`src/hdl/osw_pkg.sv`:
```
package osw_pkg;
  localparam int ADDR_W = 12;
  localparam logic [11:0] OFF_OSC_CTRL = 12'h000;
  localparam logic [11:0] OFF_CLK_DIV = 12'h004;
  localparam logic [11:0] OFF_RC_TUNE = 12'h008;
  localparam logic [7:0] KEY_HI_1 = 8'h78;
  localparam logic [7:0] KEY_HI_2 = 8'h9a;
  localparam logic [7:0] KEY_LO_1 = 8'h46;
  localparam logic [7:0] KEY_LO_2 = 8'h57;
  localparam int ACT_LSB = 12;
  localparam int REQ_LSB = 8;
  localparam int SEL_LOCK_BIT = 7;
  localparam int PLL_LOCK_BIT = 5;
  localparam int FAIL_BIT = 3;
  localparam int SECONDARY_OSC_EN_BIT = 1;
  localparam int SW_REQ_BIT = 0;
  localparam int ROI_BIT = 15;
  localparam int DOZE_LSB = 12;
  localparam int DOZE_EN_BIT = 11;
  localparam int POST_LSB = 8;
  localparam int TRIM_LSB = 0;
  localparam logic [2:0] DOZE_RST = 3'h3;
  localparam logic [2:0] POST_RST = 3'h0;
  localparam logic [2:0] SRC_RST = 3'h7;
  localparam logic [5:0] TRIM_RST = 6'h00;
  localparam logic [1:0] SUBMODE_EC = 2'h0;
  localparam logic [1:0] MON_ON = 2'h0;
  localparam int SETTLE_TICKS = 10;

  typedef enum logic [2:0] {
    SRC_FRC = 3'b000,
    SRC_FRC_PLL = 3'b001,
    SRC_PRI = 3'b010,
    SRC_PRI_PLL = 3'b011,
    SRC_SEC = 3'b100,
    SRC_LOW_POWER_RC = 3'b101,
    SRC_LP_FRC_DIV = 3'b110,
    SRC_FRC_DIV = 3'b111
  } osw_src_e;

  typedef enum logic [1:0] {
    ST_IDLE = 2'b00,
    ST_WAIT = 2'b01,
    ST_SETTLE = 2'b10
  } osw_state_e;

  typedef enum logic [1:0] {
    UNL_NONE = 2'b00,
    UNL_HALF = 2'b01,
    UNL_ARMED = 2'b10
  } osw_unlock_e;

  // {primary, secondary, low_power_rc, fast_rc}
  typedef logic [3:0] osw_oscmask_t;

  typedef struct packed {
    logic [1:0] switch_monitor_config;
    logic [2:0] initial_source_config;
    logic [1:0] primary_submode_config;
  } osw_cfg_s;

  typedef struct packed {
    logic [3:0] osc_running;
    logic ost_done;
    logic pll_locked;
    logic clk_fail;
    logic new_src_tick;
    logic wdt_uses_low_power_rc;
  } osw_stat_s;

  typedef struct packed {
    osw_oscmask_t osc_en;
    logic pll_en;
    logic [2:0] sys_src;
    logic [1:0] primary_submode;
    logic [2:0] cpu_ratio;
    logic cpu_clk_en;
    logic [2:0] rc_postscaler;
    logic [5:0] rc_trim;
  } osw_ctl_s;

  function automatic osw_oscmask_t osw_src_mask(input logic [2:0] src);
    case (osw_src_e'(src))
      SRC_PRI, SRC_PRI_PLL: return 4'h8;
      SRC_SEC: return 4'h4;
      SRC_LOW_POWER_RC: return 4'h2;
      default: return 4'h1;
    endcase
  endfunction : osw_src_mask

  function automatic logic osw_src_pll(input logic [2:0] src);
    return (src == SRC_PRI_PLL) || (src == SRC_FRC_PLL);
  endfunction : osw_src_pll
endpackage : osw_pkg

```
`src/hdl/osw_ctrl.sv`:
```
// Decided for this implementation: the address map and the APB slave port.
`timescale 1ns/100ps
module osw_ctrl #(
  parameter int SETTLE = osw_pkg::SETTLE_TICKS
) (
  input wire logic pclk,
  input wire logic presetn,
  input wire logic psel,
  input wire logic penable,
  input wire logic pwrite,
  input wire logic [osw_pkg::ADDR_W-1:0] paddr,
  input wire logic [31:0] pwdata,
  input wire logic [3:0] pstrb,
  output logic [31:0] prdata,
  output logic pready,
  output logic pslverr,
  input wire osw_pkg::osw_cfg_s cfg_pins,
  input wire osw_pkg::osw_stat_s osc_status,
  input wire logic irq_event,
  output osw_pkg::osw_ctl_s osc_ctl
);
  import osw_pkg::*;

  // pins and analog status are asynchronous
  logic [15:0] sync1_reg;
  logic [15:0] sync2_reg;
  logic tick_d_reg;
  logic [1:0] init_cnt_reg;
  logic pready_reg;
  logic pslverr_reg;
  logic [31:0] prdata_reg;
  osw_unlock_e unl_hi_reg;
  osw_unlock_e unl_lo_reg;
  logic [2:0] active_reg;
  logic [2:0] requested_reg;
  logic sel_lock_reg;
  logic pll_lock_reg;
  logic fail_reg;
  logic secondary_osc_en_reg;
  logic sw_req_reg;
  logic roi_reg;
  logic [2:0] doze_ratio_reg;
  logic doze_act_reg;
  logic [2:0] post_reg;
  logic [5:0] trim_reg;
  osw_oscmask_t osc_en_reg;
  logic pll_en_reg;
  logic [1:0] submode_reg;
  logic [2:0] ratio_out_reg;
  logic cpu_en_reg;
  logic [6:0] div_cnt_reg;
  logic sw_busy;
  logic sw_begin;
  logic sw_abort;
  logic sw_done;

  wire osw_cfg_s cfg_sync = osw_cfg_s'(sync2_reg[15:9]);
  wire osw_stat_s stat_sync = osw_stat_s'(sync2_reg[8:0]);
  wire logic new_tick = stat_sync.new_src_tick & ~tick_d_reg;
  wire logic init_load = (init_cnt_reg == 2'h2);
  wire logic init_done = (init_cnt_reg == 2'h3);

  // configuration decode
  wire logic switch_allowed = init_done & ~cfg_sync.switch_monitor_config[1];
  wire logic monitor_on = init_done & (cfg_sync.switch_monitor_config == MON_ON);
  wire logic frozen = monitor_on & sel_lock_reg;
  wire logic low_power_rc_keep = stat_sync.wdt_uses_low_power_rc | monitor_on;

  // bus decode
  wire logic apb_setup = psel & ~penable;
  wire logic apb_done = psel & penable & pready_reg;
  wire logic wr_done = apb_done & pwrite;
  wire logic hit_osc = (paddr == OFF_OSC_CTRL);
  wire logic hit_div = (paddr == OFF_CLK_DIV);
  wire logic hit_tun = (paddr == OFF_RC_TUNE);
  wire logic hit_any = hit_osc | hit_div | hit_tun;
  wire logic osc_wr_hi = wr_done & hit_osc & pstrb[1];
  wire logic osc_wr_lo = wr_done & hit_osc & pstrb[0];
  wire logic div_wr = wr_done & hit_div & pstrb[1];
  wire logic tun_wr = wr_done & hit_tun & pstrb[0];
  wire logic [7:0] wr_hi_byte = pwdata[15:8];
  wire logic [7:0] wr_lo_byte = pwdata[7:0];
  wire logic hi_apply = osc_wr_hi & (unl_hi_reg == UNL_ARMED);
  wire logic lo_apply = osc_wr_lo & (unl_lo_reg == UNL_ARMED);

  // switch start and source readiness
  wire logic sw_start = lo_apply & wr_lo_byte[SW_REQ_BIT] & switch_allowed
    & ~frozen & ~sw_req_reg;
  wire osw_oscmask_t need_mask = osw_src_mask(requested_reg);
  wire osw_oscmask_t act_mask = osw_src_mask(active_reg);
  wire logic need_pll = osw_src_pll(requested_reg);
  wire logic need_ost = need_mask[3] & (submode_reg != SUBMODE_EC);
  wire logic src_ready = ((need_mask & ~stat_sync.osc_running) == 4'h0)
    & (~need_ost | stat_sync.ost_done) & (~need_pll | pll_lock_reg);

  // old source drops out once active_reg takes the new source on done, unless a keep term holds it
  wire osw_oscmask_t keep_mask = {1'b0, secondary_osc_en_reg, low_power_rc_keep, 1'b0};
  wire osw_oscmask_t osc_en_next = act_mask | (sw_busy ? need_mask : 4'h0) | keep_mask;
  wire logic pll_en_next = osw_src_pll(active_reg) | (sw_busy & need_pll);

  // doze divider
  wire logic [2:0] eff_ratio = doze_act_reg ? doze_ratio_reg : 3'h0;
  wire logic [7:0] ratio_span = 8'h01 << eff_ratio;
  wire logic [6:0] ratio_mask = 7'(ratio_span - 8'h01);

  // read mux
  wire logic [31:0] rd_osc = {16'h0000, 1'b0, active_reg, 1'b0, requested_reg,
    sel_lock_reg, 1'b0, pll_lock_reg, 1'b0, fail_reg, 1'b0, secondary_osc_en_reg, sw_req_reg};
  wire logic [31:0] rd_div = {16'h0000, roi_reg, doze_ratio_reg, doze_act_reg,
    post_reg, 8'h00};
  wire logic [31:0] rd_tun = {16'h0000, 10'h000, trim_reg};
  wire logic [31:0] rd_sel = hit_osc ? rd_osc :
    hit_div ? rd_div :
    hit_tun ? rd_tun : 32'h0000_0000;

  function automatic osw_unlock_e unl_next(
    input osw_unlock_e cur,
    input logic wr,
    input logic other_wr,
    input logic [7:0] d,
    input logic [7:0] k1,
    input logic [7:0] k2
  );
    if (wr) begin
      if (cur == UNL_ARMED) return UNL_NONE;
      if (d == k1) return UNL_HALF;
      if (cur == UNL_HALF && d == k2) return UNL_ARMED;
      return UNL_NONE;
    end
    // any other write breaks the back-to-back pair
    if (other_wr) return UNL_NONE;
    return cur;
  endfunction : unl_next

  osw_switch_seq #(
    .SETTLE(SETTLE)
  ) u_seq (
    .pclk(pclk),
    .presetn(presetn),
    .start(sw_start),
    .req_src(requested_reg),
    .act_src(active_reg),
    .src_ready(src_ready),
    .tick(new_tick),
    .busy(sw_busy),
    .begin_p(sw_begin),
    .abort_p(sw_abort),
    .done_p(sw_done)
  );

  always_ff @(posedge pclk or negedge presetn) begin
    if (!presetn) begin
      sync1_reg <= '0;
      sync2_reg <= '0;
      tick_d_reg <= 1'b0;
      init_cnt_reg <= 2'h0;
    end else begin
      sync1_reg <= {cfg_pins, osc_status};
      sync2_reg <= sync1_reg;
      tick_d_reg <= stat_sync.new_src_tick;
      if (!init_done) init_cnt_reg <= init_cnt_reg + 2'h1;
    end
  end

  always_ff @(posedge pclk or negedge presetn) begin
    if (!presetn) begin
      pready_reg <= 1'b0;
      pslverr_reg <= 1'b0;
      prdata_reg <= 32'h0000_0000;
    end else begin
      if (apb_setup) pready_reg <= 1'b1;
      else if (apb_done) pready_reg <= 1'b0;
      if (apb_setup) pslverr_reg <= ~hit_any;
      if (apb_setup) prdata_reg <= pwrite ? 32'h0000_0000 : rd_sel;
    end
  end

  always_ff @(posedge pclk or negedge presetn) begin
    if (!presetn) begin
      unl_hi_reg <= UNL_NONE;
      unl_lo_reg <= UNL_NONE;
    end else begin
      unl_hi_reg <= unl_next(unl_hi_reg, osc_wr_hi, wr_done, wr_hi_byte,
        KEY_HI_1, KEY_HI_2);
      unl_lo_reg <= unl_next(unl_lo_reg, osc_wr_lo, wr_done, wr_lo_byte,
        KEY_LO_1, KEY_LO_2);
    end
  end

  // source fields; config is only valid after the synchroniser fills
  always_ff @(posedge pclk or negedge presetn) begin
    if (!presetn) begin
      active_reg <= SRC_RST;
      requested_reg <= SRC_RST;
      submode_reg <= SUBMODE_EC;
    end else begin
      if (init_load || (init_done && !switch_allowed)) begin
        active_reg <= cfg_sync.initial_source_config;
      end else if (sw_done) begin
        active_reg <= requested_reg;
      end
      if (init_load) begin
        requested_reg <= cfg_sync.initial_source_config;
      end else if (hi_apply && !frozen && !sw_req_reg) begin
        requested_reg <= wr_hi_byte[REQ_LSB-8 +: 3];
      end
      if (init_load) submode_reg <= cfg_sync.primary_submode_config;
    end
  end

  always_ff @(posedge pclk or negedge presetn) begin
    if (!presetn) begin
      sel_lock_reg <= 1'b0;
      pll_lock_reg <= 1'b0;
      fail_reg <= 1'b0;
      secondary_osc_en_reg <= 1'b0;
      sw_req_reg <= 1'b0;
    end else begin
      if (lo_apply && wr_lo_byte[SEL_LOCK_BIT] && monitor_on) sel_lock_reg <= 1'b1;
      pll_lock_reg <= ~sw_begin & pll_en_reg & stat_sync.pll_locked;
      // detection wins over both software clear and switch clear
      fail_reg <= (monitor_on & stat_sync.clk_fail)
        | (fail_reg & ~sw_begin & ~(lo_apply & ~wr_lo_byte[FAIL_BIT]));
      if (lo_apply) secondary_osc_en_reg <= wr_lo_byte[SECONDARY_OSC_EN_BIT];
      if (!switch_allowed) sw_req_reg <= 1'b0;
      else if (sw_abort || sw_done) sw_req_reg <= 1'b0;
      else if (sw_start) sw_req_reg <= 1'b1;
    end
  end

  always_ff @(posedge pclk or negedge presetn) begin
    if (!presetn) begin
      roi_reg <= 1'b0;
      doze_ratio_reg <= DOZE_RST;
      doze_act_reg <= 1'b0;
      post_reg <= POST_RST;
      trim_reg <= TRIM_RST;
    end else begin
      if (div_wr) roi_reg <= pwdata[ROI_BIT];
      if (div_wr) doze_ratio_reg <= pwdata[DOZE_LSB +: 3];
      if (div_wr) post_reg <= pwdata[POST_LSB +: 3];
      // the interrupt wins over a same-cycle software set
      if (irq_event && roi_reg) doze_act_reg <= 1'b0;
      else if (div_wr) doze_act_reg <= pwdata[DOZE_EN_BIT];
      if (tun_wr) trim_reg <= pwdata[TRIM_LSB +: 6];
    end
  end

  always_ff @(posedge pclk or negedge presetn) begin
    if (!presetn) begin
      osc_en_reg <= 4'h0;
      pll_en_reg <= 1'b0;
      ratio_out_reg <= 3'h0;
      cpu_en_reg <= 1'b0;
      div_cnt_reg <= 7'h00;
    end else begin
      osc_en_reg <= osc_en_next;
      pll_en_reg <= pll_en_next;
      ratio_out_reg <= eff_ratio;
      div_cnt_reg <= div_cnt_reg + 7'h01;
      cpu_en_reg <= ((div_cnt_reg & ratio_mask) == 7'h00);
    end
  end

  assign prdata = prdata_reg;
  assign pready = pready_reg;
  assign pslverr = pslverr_reg;
  assign osc_ctl = '{
    osc_en: osc_en_reg,
    pll_en: pll_en_reg,
    sys_src: active_reg,
    primary_submode: submode_reg,
    cpu_ratio: ratio_out_reg,
    cpu_clk_en: cpu_en_reg,
    rc_postscaler: post_reg,
    rc_trim: trim_reg
  };
endmodule : osw_ctrl

```
`src/hdl/osw_switch_seq.sv`:
```
`timescale 1ns/100ps
module osw_switch_seq #(
  parameter int SETTLE = osw_pkg::SETTLE_TICKS
) (
  input wire logic pclk,
  input wire logic presetn,
  input wire logic start,
  input wire logic [2:0] req_src,
  input wire logic [2:0] act_src,
  input wire logic src_ready,
  input wire logic tick,
  output logic busy,
  output logic begin_p,
  output logic abort_p,
  output logic done_p
);
  import osw_pkg::*;
  localparam int CW = $clog2(SETTLE + 1);

  osw_state_e st_reg;
  osw_state_e st_next;
  logic [CW-1:0] cnt_reg;
  wire logic same_src = (req_src == act_src);
  wire logic go_idle = (st_reg == ST_IDLE) & start;
  wire logic last_tick = (st_reg == ST_SETTLE) & tick & (cnt_reg == CW'(SETTLE - 1));

  always_comb begin
    st_next = st_reg;
    case (st_reg)
      ST_IDLE: if (start && !same_src) st_next = ST_WAIT;
      ST_WAIT: if (src_ready) st_next = ST_SETTLE;
      ST_SETTLE: if (last_tick) st_next = ST_IDLE;
      default: st_next = ST_IDLE;
    endcase
  end

  always_ff @(posedge pclk or negedge presetn) begin
    if (!presetn) begin
      st_reg <= ST_IDLE;
      cnt_reg <= '0;
      begin_p <= 1'b0;
      abort_p <= 1'b0;
      done_p <= 1'b0;
    end else begin
      st_reg <= st_next;
      // counts edges of the new source, not pclk
      if (st_reg != ST_SETTLE) cnt_reg <= '0;
      else if (tick) cnt_reg <= cnt_reg + 1'b1;
      begin_p <= go_idle & ~same_src;
      abort_p <= go_idle & same_src;
      done_p <= last_tick;
    end
  end

  assign busy = (st_reg != ST_IDLE);
endmodule : osw_switch_seq

```
`config.mk`:
```
export PLATFORM = sky130hd
export DESIGN_NAME = osw_ctrl
export DESIGN_NICKNAME = d
export VERILOG_FILES = /design/src/hdl/osw_pkg.sv /design/src/hdl/osw_ctrl.sv /design/src/hdl/osw_switch_seq.sv
export SDC_FILE = /design/constraint.sdc
export NUM_CORES = 1
export LEC_CHECK = 0
export ABC_AREA = 0
export BUFFER_PORTS_ARGS = -buffer_cell sky130_fd_sc_hd__clkbuf_2
export CAP_MARGIN = 0
export CORE_UTILIZATION = 54
export CTS_BUF_LIST = sky130_fd_sc_hd__clkbuf_2 sky130_fd_sc_hd__clkbuf_4 sky130_fd_sc_hd__clkbuf_8
export CTS_CLUSTER_DIAMETER = 60
export DETAILED_ROUTE_END_ITERATION = 7
export GPL_ROUTABILITY_DRIVEN = 0
export PLACE_DENSITY = 0.86
export SYNTH_ARGS = -nofsm -noshare
export SYNTH_HDL_FRONTEND = slang
export SYNTH_HIERARCHICAL = 1
export SYNTH_SLANG_ARGS = --single-unit
```
`constraint.sdc`:
```
create_clock -name pclk -period 1.9 [get_ports pclk]
set_input_delay 0.19 -clock pclk [delete_from_list [all_inputs] [get_ports pclk]]
set_output_delay 0.19 -clock pclk [all_outputs]
set_load 0.05 [all_outputs]
```
==> results.json <==
{
  "drv.max_cap_violation_count": 0,
  "initial_utilization_pct": 55.7,
  "critical_path_at_ns": 2.12,
  "grt_first_pass_wirelength_mm": 15.0,
  "final_clock_skew_ns": 0.00982,
  "max_stage_delay_ns": 0.59,
  "reg2reg_setup_slack_ns": 0.05,
  "synth_edf_count": 0,
  "design_area_sq_um": 5550,
  "critical_path_required_ns": 2.17,
  "grt_usage_pct": 22.7,
  "part_of_the_yosys_area_used_for_sequential_elements_pct": 59.6,
  "synth_top_area_cell": "dfrtp_1",
  "antennaDiodeCount": 0,
  "multiInputGateArea_sq_um": 1690,
  "ys_ff_latch": 108,
  "hp-start": "irq_event",
  "drv_slew": 0,
  "post_dp_cell_area_sq_um": 5110,
  "post-dp-hpwl_mm": 6.97,
  "post-route-drc-count": 0,
  "num_vias": 3338,
  "number_of_fill_cells_in_the_layout": 593,
  "period_minus_ws_final_ns": 1.85,
  "mostFrequentLayoutCell": "dfrtp_1",
  "cts-htree-levels": 3,
  "rsz0062_at_grt": "no",
  "cts-root-buf": "clkbuf_8",
  "hold_path.class": "in -> reg",
  "worst_hold_path.endpoint": "doze_act_reg$_DFFE_PN0P_",
  "core_area_sq_um": 8180,
  "grt_antenna_before_repair": 0,
  "max_freq_mhz": 541,
  "layout-area-overhead-vs-synth_pct": 22.0,
  "synth_compound_area_share_pct": 8.63,
  "outcome": "finished, final reports clean",
  "path_clk_slew_ns": 0.10,
  "number_of_global_route_vias_before_repair": 3261,
  "cell_at_the_slowest_stage_of_the_critical_path": "dfstp_2",
  "clock_latency_ns": 0.36,
  "worstSetupEndpointType": "register",
  "synth_area_per_cell_sq_um": 12.2,
  "cp_cell_sequence": "and2_4, nand2_1, ha_2, xor2_1, a221o_1, a211oi_1",
  "drt_first_iter_violations": 141,
  "power_leakage_nw": 2.75,
  "port_buffers": 91,
  "detail_route.wirelength.met1_mm": 3.91,
  "drt_pre_antenna_iters": 4,
  "report.power.total_w": 0.00427,
  "setup_violation_total_in_the_final_timing_report": 0,
  "ys_dominant_reg_cell": "dfrtp_1",
  "die_area_sq_um": 8800,
  "layout.area.seq_sq_um": 2710,
  "ctsLongestPathBuffers": 2,
  "synth_xor_area_share_pct": 2.69,
  "io-pin-count": 127,
  "synth.lib_cells_used.distinct": 57,
  "worst_vdd_rail_ir_drop_mv": 0.505,
  "reg2reg_from": "doze_ratio_reg[0]$_DFFE_PN1P_",
  "worst_hold_path_cell_count": 2,
  "cp_max_fo": 5,
  "final.period_utilization_pct": 97.3,
  "synth.yosys.warnings": 6,
  "finalNonFillerCells": 607,
  "muxShareOfSynthArea_pct": 6.16,
  "power.density_nw_per_um2": 768,
  "routed-wl-met2_mm": 4.84,
  "synth_top_family_by_area": "simple AND/OR/NAND/NOR gates",
  "cts_tree": "built",
  "clkSinkCount": 108,
  "layout-drive-gt1-share_pct": 29.7,
  "hold_viol_final": 0,
  "grt_overflow": 0,
  "synthDominantCellAreaShare_pct": 55.0,
  "route.met3.wl_um": 562,
  "placed_cell_count": 570,
  "synth_adder_area_share_pct": 1.92,
  "wl_mm": 9.60,
  "rr_worst_depth": 6,
  "syn_inst": 374,
  "top_signal_layer_used": "met4",
  "critical_path.reg2reg.endpoint": "cpu_en_reg$_DFF_PN0_",
  "worstSetupPathType": "reg -> reg",
  "route.detailed.vias_per_inst": 5.50,
  "fp.dieH_um": 93.8,
  "finish.net_count": 574,
  "synth-simple-area-share_pct": 15.4,
  "pin_count_of_the_biggest_net_entering_global_routing": 56,
  "antenna_nets_post_route": 0,
  "routedWlPerCell_um": 15.8,
  "asyncSetResetFlopFracSynth_pct": 100,
  "die_w_um": 93.8,
  "syn_area_sq_um": 4550,
  "synth_top_cells_by_area": "dfrtp_1 55%, dfstp_2 4.6%, buf_4 3.6%, mux2_1 3.5%, mux2i_1 2.2%",
  "row_count": 33,
  "timing.critical_path.from_type": "register",
  "most-common-layout-cells": "99 x dfrtp_1, 90 x clkbuf_2, 24 x nor2_1",
  "number_of_cts_inserted_buffers": 9
}
==> cell usage after synthesis, types with 3 or more instances <==
master / instances
buf_4: 22
nor4_1: 3
a31oi_1: 3
a21oi_1: 8
nand2_1: 23
mux2i_1: 10
xor2_1: 10
and2_1: 10
and3_1: 7
a22o_1: 3
o21ai_1: 7
nand4_1: 3
dfrtp_1: 100
o21ai_0: 13
nor2b_1: 4
ha_1: 7
xnor2_1: 4
inv_1: 16
nand3_1: 10
a32o_1: 3
nand2b_1: 5
nor3_1: 3
a221o_1: 5
nor3b_1: 3
dfstp_2: 8
clkbuf_1: 4
nor2_1: 24
mux2_1: 14
==> through the flow <==
stage | setup slack (ns) | hold slack, ns | TNS, ns | util [%]
6_report | 0.0508 | 0.0395 | 0 | 67.9
3_3_place_gp | 0.0798 | 0.126 | 0 | 62.5
5_1_grt | 0.00193 | 0.0299 | 0 | 67.9
4_1_cts | 0.00171 | 0.0286 | 0 | 67.3
2_1_floorplan | 0.0754 | -0.106 | 0 | -
3_5_place_dp | -0.00119 | 0.135 | -0.00119 | 62.5
==> final cells by class <==
cell class | instances | share of cell area, %
Clock inverter | 7 | 1.31
Tap cell | 105 | 2.37
Clock buffer | 9 | 2.23
Multi-Input combinational cell | 238 | 30.4
Timing Repair Buffer | 124 | 13.7
Sequential cell | 108 | 48.9
Inverter | 16 | 1.08
==> layer usage <==
layer	up-vias	global-route usage (%)
met5	-	0
met4	0	10.4
met3	28	4.69
met2	136	38.7
met1	1650	27.7
li1	1524	-
==> where the power goes <==
part | internal (W) | total, W | switching (W)
Combinational | 0.000146 | 0.000470 | 0.000324
Clock | 0.000614 | 0.00138 | 0.000762
Sequential | 0.00237 | 0.00242 | 0.0000472
==> how the worst max path moves through the flow <==
| stage | start | slack (ns) | cells after the start | endpoint |
|---|---|---|---|---|
| 2_1_floorplan | pready$_DFFE_PN0P_ | 0.08 | 5 | trim_reg[0]$_DFFE_PN0P_ |
| 3_3_place_gp | requested_reg[2]$_DFFE_PN1P_ | 0.08 | 8 | u_seq/st_reg[0]$_DFFE_PN0P_ |
| 3_5_place_dp | requested_reg[2]$_DFFE_PN1P_ | -0.001 | 8 | u_seq/st_reg[0]$_DFFE_PN0P_ |
| 4_1_cts | requested_reg[2]$_DFFE_PN1P_ | 0.002 | 8 | u_seq/st_reg[0]$_DFFE_PN0P_ |
| 5_1_grt | doze_ratio_reg[0]$_DFFE_PN1P_ | 0.002 | 6 | cpu_en_reg$_DFF_PN0_ |
| 6_report | doze_ratio_reg[0]$_DFFE_PN1P_ | 0.05 | 6 | cpu_en_reg$_DFF_PN0_ |
==> critical path, delay by kind of cell (launching register included) <==
family                   cells  cell delay [ns]
adder cells (fa/ha/maj)      1             0.21
flip-flops                   1             0.59
XOR/XNOR                     1             0.18
AND/OR/NAND/NOR              2             0.24
AO/OA/AOI/OAI                2             0.53
==> logic make-up (layout without fill, tap and decap cells) <==
family                     count (synthesis)  after routing
buffers and inverters                     44            156
other                                      1             17
and+or+nand+nor                          116            116
DFF                                      108            108
muxes                                     26             26
AOI/OAI and AO/OA                         58             58
adders and majority gates                  7              7
xor gates and xnor gates                  14             14
==> what timing repair did <==
action / 4_1_cts / 5_1_grt
hold buffers: 17 / 0
endpoints found under the setup margin: 1 / 5
gates cloned: 0 / 0
setup buffers: 3 / 1
gates resized for setup: 0 / 8
endpoints found under the hold margin: 42 / 0
No activity file was read; power rests on OpenSTA's default activity.
